--- src/pkg/dur_defs.svh ---
// Register offsets, field positions and reset values for the channel register decode
// Behaviour
// - Each channel owns its own register copy
// - Address 0, divisor bit clear: receive/transmit holding
// - Divisor set, not 0xBF: divisor bytes at 0/1
// - Fraction divisor needs divisor bit, not 0xBF, enhanced
// - Zero divisor: reads give revision and identification
// - Interrupt enable at 1 while divisor bit clear
// - Address 2: read status, write queue control
// - Line control always reachable; modem control when not 0xBF
// - Scratch at 7 stores data, no side effects
// - Line and modem status readable when not 0xBF
// - 0xBF maps enhanced function, resume, pause characters
// - Enhanced bits operative only with enhanced enable, except queue control and fraction divisor once written
// - Modem control bit 2 inverts infrared receive
// - Modem bit 6: infrared on, tx idles low
// - Modem control bit 4 loops transmit to receive
`ifndef DUR_DEFS_SVH
`define DUR_DEFS_SVH
`define DUR_A_DATA 3'h0
`define DUR_A_IEN 3'h1
`define DUR_A_ISQ 3'h2
`define DUR_A_LINE 3'h3
`define DUR_A_MODEM 3'h4
`define DUR_A_LST 3'h5
`define DUR_A_MST 3'h6
`define DUR_A_SCR 3'h7
`define DUR_ENH_KEY 8'hBF
`define DUR_LC_DIV 7
`define DUR_EF_ENH 4
`define DUR_MC_IRINV 2
`define DUR_MC_LOOP 4
`define DUR_MC_IRDA 6
`define DUR_IEN_ENH_MASK 8'hF0
`define DUR_IST_ENH_MASK 8'h30
`define DUR_QC_ENH_MASK 8'h30
`define DUR_MC_ENH_MASK 8'hE0
`define DUR_FRAC_MASK 8'h3F
`define DUR_RST_BYTE 8'h00
// Arbitrary value
`define DUR_REV_CODE 8'h3A
// Arbitrary value
`define DUR_ID_CODE 8'h5E
`endif

--- src/pkg/dur_pkg.sv ---
// Types for the channel register decode
package dur_pkg;
  typedef enum logic [1:0] {
    DUR_BANK_STD = 2'b00,
    DUR_BANK_DIV = 2'b01,
    DUR_BANK_ENH = 2'b11
  } dur_bank_e;
  typedef struct packed {
    logic [7:0] line_ctl;
    logic [7:0] modem_ctl;
    logic [7:0] ien;
    logic [7:0] enh_func;
  } dur_ctrl_s;
  typedef struct packed {
    logic [7:0] rx_data;
    logic [7:0] irq_status;
    logic [7:0] line_status;
    logic [7:0] modem_status;
  } dur_stat_s;
endpackage

--- src/rtl/dur_regs.sv ---
// Register decode for one UART channel pair of register sets
`timescale 1ns/10ps
`include "dur_defs.svh"
module dur_regs (
  input wire logic clk_sys,
  input wire logic rst,
  input wire logic channel_a_select_n,
  input wire logic channel_b_select_n,
  input wire logic [2:0] addr,
  input wire logic rd_stb,
  input wire logic wr_stb,
  input wire logic [7:0] wr_data,
  output logic [7:0] rd_data,
  output logic rd_valid,
  input wire dur_pkg::dur_stat_s stat_a,
  input wire dur_pkg::dur_stat_s stat_b,
  output dur_pkg::dur_ctrl_s ctrl_a,
  output dur_pkg::dur_ctrl_s ctrl_b,
  output logic [7:0] div_low_a,
  output logic [7:0] div_low_b,
  output logic [7:0] div_high_a,
  output logic [7:0] div_high_b,
  output logic [7:0] div_frac_a,
  output logic [7:0] div_frac_b,
  output logic [7:0] queue_ctrl_a,
  output logic [7:0] queue_ctrl_b,
  output logic [1:0] tx_load,
  output logic [1:0] rx_pop,
  output logic [7:0] tx_byte,
  output logic [1:0] irda_en,
  output logic [1:0] irda_rx_invert,
  output logic [1:0] loopback_en
);
  import dur_pkg::*;

  // ****************************************
  // Storage, index 0 is channel A
  // ****************************************
  logic [7:0] line_ctl [2];
  logic [7:0] modem_ctl [2];
  logic [7:0] ien [2];
  logic [7:0] enh_func [2];
  logic [7:0] div_lo [2];
  logic [7:0] div_hi [2];
  logic [7:0] div_fr [2];
  logic [7:0] qcr [2];
  logic [7:0] scr [2];
  logic [7:0] resume1 [2];
  logic [7:0] resume2 [2];
  logic [7:0] pause1 [2];
  logic [7:0] pause2 [2];

  // Key value takes priority; it also has the divisor bit set
  function automatic dur_bank_e bank_of(input logic [7:0] lc);
    if (lc == `DUR_ENH_KEY) begin
      bank_of = DUR_BANK_ENH;
    end else if (lc[`DUR_LC_DIV]) begin
      bank_of = DUR_BANK_DIV;
    end else begin
      bank_of = DUR_BANK_STD;
    end
  endfunction

  // Clears the enhanced-only bits unless enabled
  function automatic logic [7:0] gate(input logic [7:0] v, input logic [7:0] m,
                                      input logic en);
    gate = en ? v : (v & ~m);
  endfunction

  // ****************************************
  // Channel select; A wins if both asserted
  // ****************************************
  logic sel_any;
  logic ch;
  assign sel_any = !channel_a_select_n || !channel_b_select_n;
  assign ch = channel_a_select_n;

  dur_bank_e bank;
  logic enh;
  logic div_zero;
  logic [1:0] enh_on;
  assign bank = bank_of(line_ctl[ch]);
  assign enh = enh_func[ch][`DUR_EF_ENH];
  assign enh_on = {enh_func[1][`DUR_EF_ENH], enh_func[0][`DUR_EF_ENH]};
  // Identity reads only while both divisor bytes are still zero
  assign div_zero = (div_lo[ch] == `DUR_RST_BYTE) && (div_hi[ch] == `DUR_RST_BYTE);

  logic wr_go;
  logic rd_go;
  assign wr_go = wr_stb && sel_any;
  assign rd_go = rd_stb && sel_any;

  // ****************************************
  // Writes
  // ****************************************
  always_ff @(posedge clk_sys or posedge rst) begin
    if (rst) begin
      for (int i = 0; i < 2; i++) begin
        line_ctl[i] <= `DUR_RST_BYTE;
        modem_ctl[i] <= `DUR_RST_BYTE;
        ien[i] <= `DUR_RST_BYTE;
        enh_func[i] <= `DUR_RST_BYTE;
        div_lo[i] <= `DUR_RST_BYTE;
        div_hi[i] <= `DUR_RST_BYTE;
        div_fr[i] <= `DUR_RST_BYTE;
        qcr[i] <= `DUR_RST_BYTE;
        scr[i] <= `DUR_RST_BYTE;
        resume1[i] <= `DUR_RST_BYTE;
        resume2[i] <= `DUR_RST_BYTE;
        pause1[i] <= `DUR_RST_BYTE;
        pause2[i] <= `DUR_RST_BYTE;
      end
    end else if (wr_go) begin
      case (addr)
        `DUR_A_DATA: begin
          if (bank == DUR_BANK_DIV) begin
            div_lo[ch] <= wr_data;
          end
        end
        `DUR_A_IEN: begin
          if (bank == DUR_BANK_DIV) begin
            div_hi[ch] <= wr_data;
          end else if (bank == DUR_BANK_STD) begin
            ien[ch] <= gate(wr_data, `DUR_IEN_ENH_MASK, enh);
          end
        end
        `DUR_A_ISQ: begin
          if (bank == DUR_BANK_ENH) begin
            enh_func[ch] <= wr_data;
          end else if (bank == DUR_BANK_DIV && enh) begin
            div_fr[ch] <= wr_data & `DUR_FRAC_MASK;
          end else if (bank == DUR_BANK_STD) begin
            qcr[ch] <= gate(wr_data, `DUR_QC_ENH_MASK, enh);
          end
        end
        `DUR_A_LINE: line_ctl[ch] <= wr_data;
        `DUR_A_MODEM: begin
          if (bank == DUR_BANK_ENH) begin
            resume1[ch] <= wr_data;
          end else begin
            modem_ctl[ch] <= gate(wr_data, `DUR_MC_ENH_MASK, enh);
          end
        end
        `DUR_A_LST: begin
          if (bank == DUR_BANK_ENH) begin
            resume2[ch] <= wr_data;
          end
        end
        `DUR_A_MST: begin
          if (bank == DUR_BANK_ENH) begin
            pause1[ch] <= wr_data;
          end
        end
        `DUR_A_SCR: begin
          if (bank == DUR_BANK_ENH) begin
            pause2[ch] <= wr_data;
          end else begin
            scr[ch] <= wr_data;
          end
        end
        default: begin
        end
      endcase
    end
  end

  // ****************************************
  // Holding register strobes and data
  // ****************************************
  logic hold_sel;
  assign hold_sel = (addr == `DUR_A_DATA) && (bank == DUR_BANK_STD);

  // Strobes are one-cycle pulses; channel logic must take them at once
  always_ff @(posedge clk_sys or posedge rst) begin
    if (rst) begin
      tx_load <= 2'h0;
      rx_pop <= 2'h0;
      tx_byte <= `DUR_RST_BYTE;
    end else begin
      tx_load <= {wr_go && hold_sel && ch, wr_go && hold_sel && !ch};
      rx_pop <= {rd_go && hold_sel && ch, rd_go && hold_sel && !ch};
      if (wr_go && hold_sel) begin
        tx_byte <= wr_data;
      end
    end
  end

  // ****************************************
  // Read mux, registered
  // ****************************************
  dur_stat_s st;
  logic [7:0] next_rd_data;
  assign st = ch ? stat_b : stat_a;

  always_comb begin
    next_rd_data = `DUR_RST_BYTE;
    case (addr)
      `DUR_A_DATA: begin
        if (bank == DUR_BANK_STD) begin
          next_rd_data = st.rx_data;
        end else if (div_zero) begin
          next_rd_data = `DUR_REV_CODE;
        end else begin
          next_rd_data = div_lo[ch];
        end
      end
      `DUR_A_IEN: begin
        if (bank == DUR_BANK_STD) begin
          next_rd_data = gate(ien[ch], `DUR_IEN_ENH_MASK, enh);
        end else if (div_zero) begin
          next_rd_data = `DUR_ID_CODE;
        end else begin
          next_rd_data = div_hi[ch];
        end
      end
      `DUR_A_ISQ: begin
        if (bank == DUR_BANK_ENH) begin
          next_rd_data = enh_func[ch];
        end else if (bank == DUR_BANK_DIV && enh) begin
          next_rd_data = div_fr[ch];
        end else begin
          next_rd_data = gate(st.irq_status, `DUR_IST_ENH_MASK, enh);
        end
      end
      `DUR_A_LINE: next_rd_data = line_ctl[ch];
      `DUR_A_MODEM: begin
        next_rd_data = (bank == DUR_BANK_ENH) ? resume1[ch]
                     : gate(modem_ctl[ch], `DUR_MC_ENH_MASK, enh);
      end
      `DUR_A_LST: begin
        next_rd_data = (bank == DUR_BANK_ENH) ? resume2[ch] : st.line_status;
      end
      `DUR_A_MST: begin
        next_rd_data = (bank == DUR_BANK_ENH) ? pause1[ch] : st.modem_status;
      end
      `DUR_A_SCR: begin
        next_rd_data = (bank == DUR_BANK_ENH) ? pause2[ch] : scr[ch];
      end
      default: next_rd_data = `DUR_RST_BYTE;
    endcase
  end

  always_ff @(posedge clk_sys or posedge rst) begin
    if (rst) begin
      rd_data <= `DUR_RST_BYTE;
      rd_valid <= 1'b0;
    end else begin
      rd_valid <= rd_go;
      // Bus stays quiet when unselected
      rd_data <= rd_go ? next_rd_data : `DUR_RST_BYTE;
    end
  end

  // ****************************************
  // Control outputs
  // ****************************************
  // Fields needing the enhanced bit were masked on write; modem control, interrupt enable and
  // infrared enable are masked again in case the enable is dropped; queue control is not.
  always_comb begin
    for (int i = 0; i < 2; i++) begin
      irda_en[i] = modem_ctl[i][`DUR_MC_IRDA] && enh_on[i];
      irda_rx_invert[i] = modem_ctl[i][`DUR_MC_IRINV];
      loopback_en[i] = modem_ctl[i][`DUR_MC_LOOP];
    end
  end

  assign ctrl_a = '{line_ctl: line_ctl[0],
                    modem_ctl: gate(modem_ctl[0], `DUR_MC_ENH_MASK, enh_on[0]),
                    ien: gate(ien[0], `DUR_IEN_ENH_MASK, enh_on[0]),
                    enh_func: enh_func[0]};
  assign ctrl_b = '{line_ctl: line_ctl[1],
                    modem_ctl: gate(modem_ctl[1], `DUR_MC_ENH_MASK, enh_on[1]),
                    ien: gate(ien[1], `DUR_IEN_ENH_MASK, enh_on[1]),
                    enh_func: enh_func[1]};
  assign div_low_a = div_lo[0];
  assign div_low_b = div_lo[1];
  assign div_high_a = div_hi[0];
  assign div_high_b = div_hi[1];
  assign div_frac_a = div_fr[0];
  assign div_frac_b = div_fr[1];
  assign queue_ctrl_a = qcr[0];
  assign queue_ctrl_b = qcr[1];
endmodule // dur_regs

--- config.mk ---
export PLATFORM = sky130hd
export DESIGN_NAME = dur_regs
export DESIGN_NICKNAME = d
export VERILOG_FILES = /design/src/pkg/dur_pkg.sv /design/src/rtl/dur_regs.sv
export VERILOG_INCLUDE_DIRS = /design/src /design/src/pkg
export SDC_FILE = /design/constraint.sdc
export NUM_CORES = 1
export LEC_CHECK = 0
export BUFFER_PORTS_ARGS = -buffer_cell sky130_fd_sc_hd__buf_2
export CORE_ASPECT_RATIO = 1.25
export CORE_MARGIN = 1.5
export CORE_UTILIZATION = 56
export DETAILED_ROUTE_END_ITERATION = 12
export PLACE_DENSITY = 0.87
export REMOVE_ABC_BUFFERS = 1
export SKIP_CTS_REPAIR_TIMING = 1
export SYNTH_ARGS = -nofsm -noshare
export SYNTH_HDL_FRONTEND = slang
export SYNTH_SLANG_ARGS = --single-unit
--- constraint.sdc ---
create_clock -name clk_sys -period 9.3 [get_ports clk_sys]
set_input_delay 1.395 -clock clk_sys [delete_from_list [all_inputs] [get_ports clk_sys]]
set_output_delay 1.395 -clock clk_sys [all_outputs]
set_load 0.03 [all_outputs]
==> flow_summary.json, run 1 <==
{
  "min-delay-path-class": "flop to flop",
  "viasPerCell": 6.44,
  "ys_types": 67,
  "reg2reg_depth": 6,
  "critPathMaxFanout": 58,
  "post_drt_wl_per_cell_um": 25.5,
  "synth_area_leaders": "dfrtp_1 49%, mux2_2 22%, mux2i_1 4.5%",
  "ios": 236,
  "drv_slew": 0,
  "dp.final_hpwl_mm": 24.2,
  "synth-seq-cells": 225,
  "hold_start": "ien[7]",
  "setup_violations": 0,
  "diodes": 0,
  "finClkSkew_ns": 0.0148,
  "required_ns": 9.76,
  "hold_end": "ien[7]",
  "cts_buffers": 22,
  "grt_setup_unrepaired": "no",
  "cts_sinks": 225,
  "grt_pass1_vias": 8902,
  "track_usage_pct": 33.2,
  "crit_type": "primary input to flop",
  "cts_buffer_depth": 3,
  "async_flop_share_pct": 100,
  "maxCapViolCount": 0,
  "num-fill-cells": 1526,
  "yosys.area.top_type": "dfrtp_1",
  "netlist.area_leader.share_pct": 49.0,
  "crit_arrival_ns": 4.43,
  "endpoint_kind": "flop",
  "finalCriticalPeriod_ns": 3.97,
  "area_delta_synth_final_pct": 15.3,
  "p_per_area_nw_per_um2": 198,
  "die_w_um": 131,
  "holdPathStages": 2,
  "gp_congestion": 0.986,
  "period_share_pct": 42.7,
  "num-nets-final": 1197,
  "placedCellCount": 1362,
  "synth_edf_count": 0,
  "initial_core_util_pct": 57.1,
  "syn-mean-instance-area_um2": 12.2,
  "multiInputGateArea_um2": 5340,
  "die-area_um2": 21400,
  "num_vias": 9016,
  "grt_pass1_wl_mm": 52.4,
  "io_buffers": 231,
  "final_cell_count_no_fill": 1399,
  "firstDrtPassIters": 7,
  "clockRootBuffer": "clkbuf_16",
  "drt_wl_total_mm": 35.7,
  "yosysMostFrequentCell": "dfrtp_1",
  "htreeDepth": 1,
  "run_status": "finished clean",
  "die_h_um": 163,
  "ir_drop_mv": 0.141,
  "fmax_mhz": 252,
  "cp-start-kind": "primary input",
  "syn-cell-area_um2": 11500,
  "synth_flop_cell": "dfrtp_1",
  "insertion_delay_ns": 0.52,
  "ff_latch_area_um2": 5630,
  "synth_cells": 941,
  "drc": 0,
  "cts_tree": "yes",
  "tightest_slew_ns": 1.27,
  "seq_area_frac_synth_pct": 49.0,
  "r2r-end": "pause1[14]",
  "slew_headroom_pct": 14.9,
  "grt_max_degree": 147,
  "drtAntennaViolNets": 0,
  "p_leak_nw": 6.69,
  "yosys_warnings": 0,
  "hold_viol_final": 0,
  "hold_slack_ns": 0.476,
  "drive_gt1_share_pct": 46.5,
  "cts.clk_slew.worst_paths_ns": 0.07,
  "drt_iter0_drc": 929,
  "yosys-top-cells-count": "225 x dfrtp_1, 220 x mux2_2, 57 x nand2_1",
  "antenna_found_initial": 0,
  "overflow": 0,
  "tns_ns": 0,
  "r2r-start": "ctrl_a[31]",
  "fp-row-count": 58,
  "core_area_um2": 20100,
  "reg2reg_slack_ns": 5.76
}
==> state kept, by name (all words and copies together) (netlist names), 8 cells and up <==
name and count:
resume1 16, div_high_a 8, div_low_b 8, ien 16, rd_data 8, ctrl_b 16, tx_byte 8, queue_ctrl_b 8
pause2 16, modem_ctl 12, pause1 16, resume2 16, ctrl_a 16, scr 16, div_low_a 8, div_high_b 8
queue_ctrl_a 8
==> worst max path at each step <==
stage	from	to	slack [ns]	depth (start not counted)
floorplan	rst	ctrl_a[0]	1.74	1
global route	channel_a_select_n	rd_data[3]	5.11	8
finish	channel_a_select_n	rd_data[3]	5.33	8
detailed placement	channel_a_select_n	rd_data[3]	4.87	8
global placement	channel_a_select_n	rd_data[3]	4.90	8
CTS	channel_a_select_n	rd_data[3]	5.39	8
==> routing by layer <==
layer  track usage (%)  up-vias  wire length (µm)
li1                  -     3791                 -
met3              7.17      163              3310
met4              18.6        0              2160
met2              52.4      558             16900
met5                 0        -                 0
met1              42.4     4504             13300
==> worst max-delay path, stage by stage <==
cell      delay, ns
buf_4          0.33
buf_4          0.75
nor4b_1        0.46
nand4_1        0.14
a21oi_1        0.41
nor2_1         0.16
a221oi_1       0.53
o31a_1         0.20
==> report_power, final <==
part	leakage, nW	total (mW)	internal (mW)	switching [mW]
combinational	3.33	0.568	0.195	0.373
clock	0.348	0.884	0.502	0.382
sequential	3.01	1.17	1.07	0.0964
==> cell usage in the layout (no fill, tap or decap), drive strengths merged, types with 4 or more instances in the layout <==
| master | Yosys | routed |
|---|---|---|
| buf | 56 | 237 |
| dfrtp | 225 | 225 |
| mux2 | 220 | 220 |
| nand2 | 58 | 58 |
| mux2i | 52 | 52 |
| o21ai | 39 | 39 |
| nor2 | 31 | 31 |
| clkbuf | 33 | 31 |
| nand3 | 27 | 27 |
| nor3 | 24 | 24 |
| a21oi | 17 | 17 |
| and2 | 15 | 15 |
| mux4 | 12 | 12 |
| a221oi | 10 | 10 |
| nor4 | 8 | 8 |
| a211oi | 7 | 7 |
| o22ai | 7 | 7 |
| o211ai | 7 | 7 |
| nand4 | 6 | 6 |
| nor2b | 6 | 6 |
| and3 | 6 | 6 |
| inv | 6 | 6 |
| or3 | 5 | 5 |
| clkinv | 0 | 5 |
| a21o | 4 | 4 |
| a31oi | 4 | 4 |
| o21a | 4 | 4 |
| conb | 1 | 4 |
==> per-stage QoR <==
step / power, mW / utilization [%] / setup slack (ns) / area [µm²]
floorplan: 1.51 / - / 1.74 / 11000
global placement: 1.73 / 62.4 / 4.90 / 12500
detailed placement: 1.74 / 62.4 / 4.87 / 12500
CTS: 2.61 / 65.8 / 5.39 / 13200
global route: 2.71 / 65.9 / 5.11 / 13200
finish: 2.62 / 65.9 / 5.33 / 13200
==> cell families after synthesis <==
logic type,synth area share (%)
and+or+nand+nor,9.90
other,0.0326
DFF,49.0
AOI/OAI and AO/OA,7.92
muxes,28.5
buffers and inverters,4.64
==> cell type report <==
cell class | count | share of cell area (%)
well taps | 270 | 2.55
inverters | 6 | 0.227
clock inverters | 6 | 0.501
flip-flops and latches | 225 | 42.5
repair buffers | 237 | 9.09
multi-input cells | 624 | 40.3
clock buffers | 31 | 4.79
Note: power is estimated with default switching activity, not from simulation.
==> inputs of run 2 (changes only) <==
- CORE_UTILIZATION: 56 -> 50
- PLACE_DENSITY: 0.87 -> 0.83
- clock period: 9.3 -> 3.5 ns (I/O delays scaled with it)
==> run 2 against run 1 <==
Effect of this change: sequential power grew to 2.6 times the previous value; first-iteration DRC count fell by 8.4%; combinational power rose to 2.7 times the previous value; hold slack got worse by 0.35 ns; sequential cell count unchanged; routed wire length grew 4.2%; clock skew increased by 0.00051 ns; register-to-register slack worse by 5.1 ns; final area grew 1.7%; critical path depth is 2 lower; largest cell class unchanged.
==> flow_summary.json, run 2 (synthesis gave the netlist of run 1 again) <==
{
  "run_status": "finished clean",
  "final_cell_mix": "230 x buf_2, 225 x dfrtp_1, 220 x mux2_2, 57 x nand2_1, 52 x mux2i_1",
  "required_ns": 3.88,
  "dp.final_hpwl_mm": 26.4,
  "viasPerCell": 6.34,
  "seqPwrFrac_pct": 43.8,
  "netSwitchingPower_mw": 2.27,
  "netSwitchingFraction_pct": 32.3,
  "crit_chain": "and4b_1 -> nand2_1 -> mux4_2 -> mux2_2 -> a32oi_1 -> o22ai_1",
  "crit_arrival_ns": 3.17,
  "grt_use_met2_pct": 51.9,
  "die_h_um": 172,
  "clockRootBuffer": "clkbuf_16",
  "ios": 236,
  "insertion_delay_ns": 0.51,
  "final_cell_count_no_fill": 1436,
  "io_buffers": 231,
  "overflow": 0,
  "hold_viol_final": 0,
  "period_share_pct": 79.8,
  "cts_sinks": 225,
  "core_area_um2": 22400,
  "tightest_slew_ns": 0.856,
  "drt_iter0_drc": 851,
  "grt_pass1_wl_mm": 56.4,
  "cts.clk_slew.worst_paths_ns": 0.07,
  "tns_ns": 0,
  "gp_congestion": 0.980,
  "grt_setup_unrepaired": "no",
  "min-delay-path-class": "primary input to asynchronous set/reset pin",
  "antenna_found_initial": 0,
  "endpoint_kind": "flop",
  "cpPeakStageDelay_ns": 0.65,
  "setup_ws_ns": 0.707,
  "cts_tree": "yes",
  "reg2reg_depth": 6,
  "grt_use_met3_pct": 5.26,
  "power_mw": 7.04,
  "fmax_mhz": 358,
  "num-fill-cells": 1838,
  "setup_violations": 0,
  "finalCriticalPeriod_ns": 2.79,
  "track_usage_pct": 31.0,
  "finClkSkew_ns": 0.0153,
  "grt-busiest-layer": "met2",
  "slew_headroom_pct": 42.7,
  "cpMaxStageDelayCell": "mux4_2",
  "fp-row-count": 61,
  "cts_buffers": 22,
  "p_per_area_nw_per_um2": 522,
  "maxCapViolCount": 0,
  "critPathMaxFanout": 11,
  "pre_cts_slack_ns": 0.601,
  "initial_core_util_pct": 51.4,
  "grt_max_degree": 110,
  "cts_buffer_depth": 3,
  "ir_drop_mv": 0.359,
  "area_delta_synth_final_pct": 17.3,
  "firstDrtPassIters": 5,
  "drtAntennaViolNets": 0,
  "num_vias": 9106,
  "crit_type": "flop to flop",
  "die_w_um": 139,
  "clockPowerShare_pct": 34.1,
  "placedCellCount": 1396,
  "power_frac_comb_pct": 22.1,
  "diodes": 0,
  "p_leak_nw": 6.81,
  "htreeDepth": 1,
  "grtUsageMet1_pct": 39.6,
  "p_int_mw": 4.77,
  "utilization_pct": 60.2,
  "grt_pass1_vias": 9246,
  "drc": 0,
  "post_drt_wl_per_cell_um": 25.9,
  "drt_wl_total_mm": 37.2,
  "layout_commonest_cell": "buf_2",
  "cp-start-kind": "flop",
  "die-area_um2": 23900,
  "num-nets-final": 1218,
  "drive_gt1_share_pct": 47.6,
  "drv_slew": 0
}
[run 2: power by group through the flow]
stage	clock network (mW)	registers, mW	logic (mW)
finish	2.40	3.08	1.56
global route	2.53	3.11	1.63
CTS	2.41	3.07	1.55
detailed placement	0	3.12	1.54
global placement	0	3.11	1.52
floorplan	0	3.49	0.522
[run 2: per-layer routing]
metal	vias to the layer above	routed length, µm
li1	3834	-
met4	0	1810
met2	555	18200
met1	4596	14000
met3	121	3150
met5	-	0
[run 2: worst max-delay path, delay by kind of cell, from the launching register on]
| family | cells | cell delay (ns) |
|---|---|---|
| multiplexers | 2 | 0.95 |
| flip-flops | 1 | 0.46 |
| AO/OA/AOI/OAI | 2 | 0.42 |
| AND/OR/NAND/NOR | 2 | 0.82 |
[run 2: layout make-up]
| type | count | area, µm² | area share (%) |
|---|---|---|---|
| Tap cell | 283 | 354 | 2.63 |
| Inverter | 6 | 30.0 | 0.223 |
| Clock inverter | 9 | 81.3 | 0.604 |
| Sequential cell | 225 | 5630 | 41.8 |
| Clock buffer | 31 | 656 | 4.87 |
| Multi-Input combinational cell | 624 | 5330 | 39.6 |
| Timing Repair Buffer | 258 | 1390 | 10.3 |
[run 2: stage by stage]
step	hold slack (ns)	cell area [µm²]
finish	0.130	13500
global route	0.194	13500
CTS	0.193	13500
detailed placement	0.467	12700
global placement	0.455	12700
floorplan	0.442	11000
[run 2: final timing paths]
check	from	end	slack, ns
max in group asynchronous	rst	div_high_b[1]	2.56
worst min-delay path	rst	tx_byte[6]	0.13
worst min register to register	modem_ctl[15]	modem_ctl[15]	0.48
worst max-delay path	ctrl_b[28]	rd_data[5]	0.71
min in group clk_sys	rd_stb	rx_pop[0]	0.28
worst max register to register	ctrl_b[28]	rd_data[5]	0.71
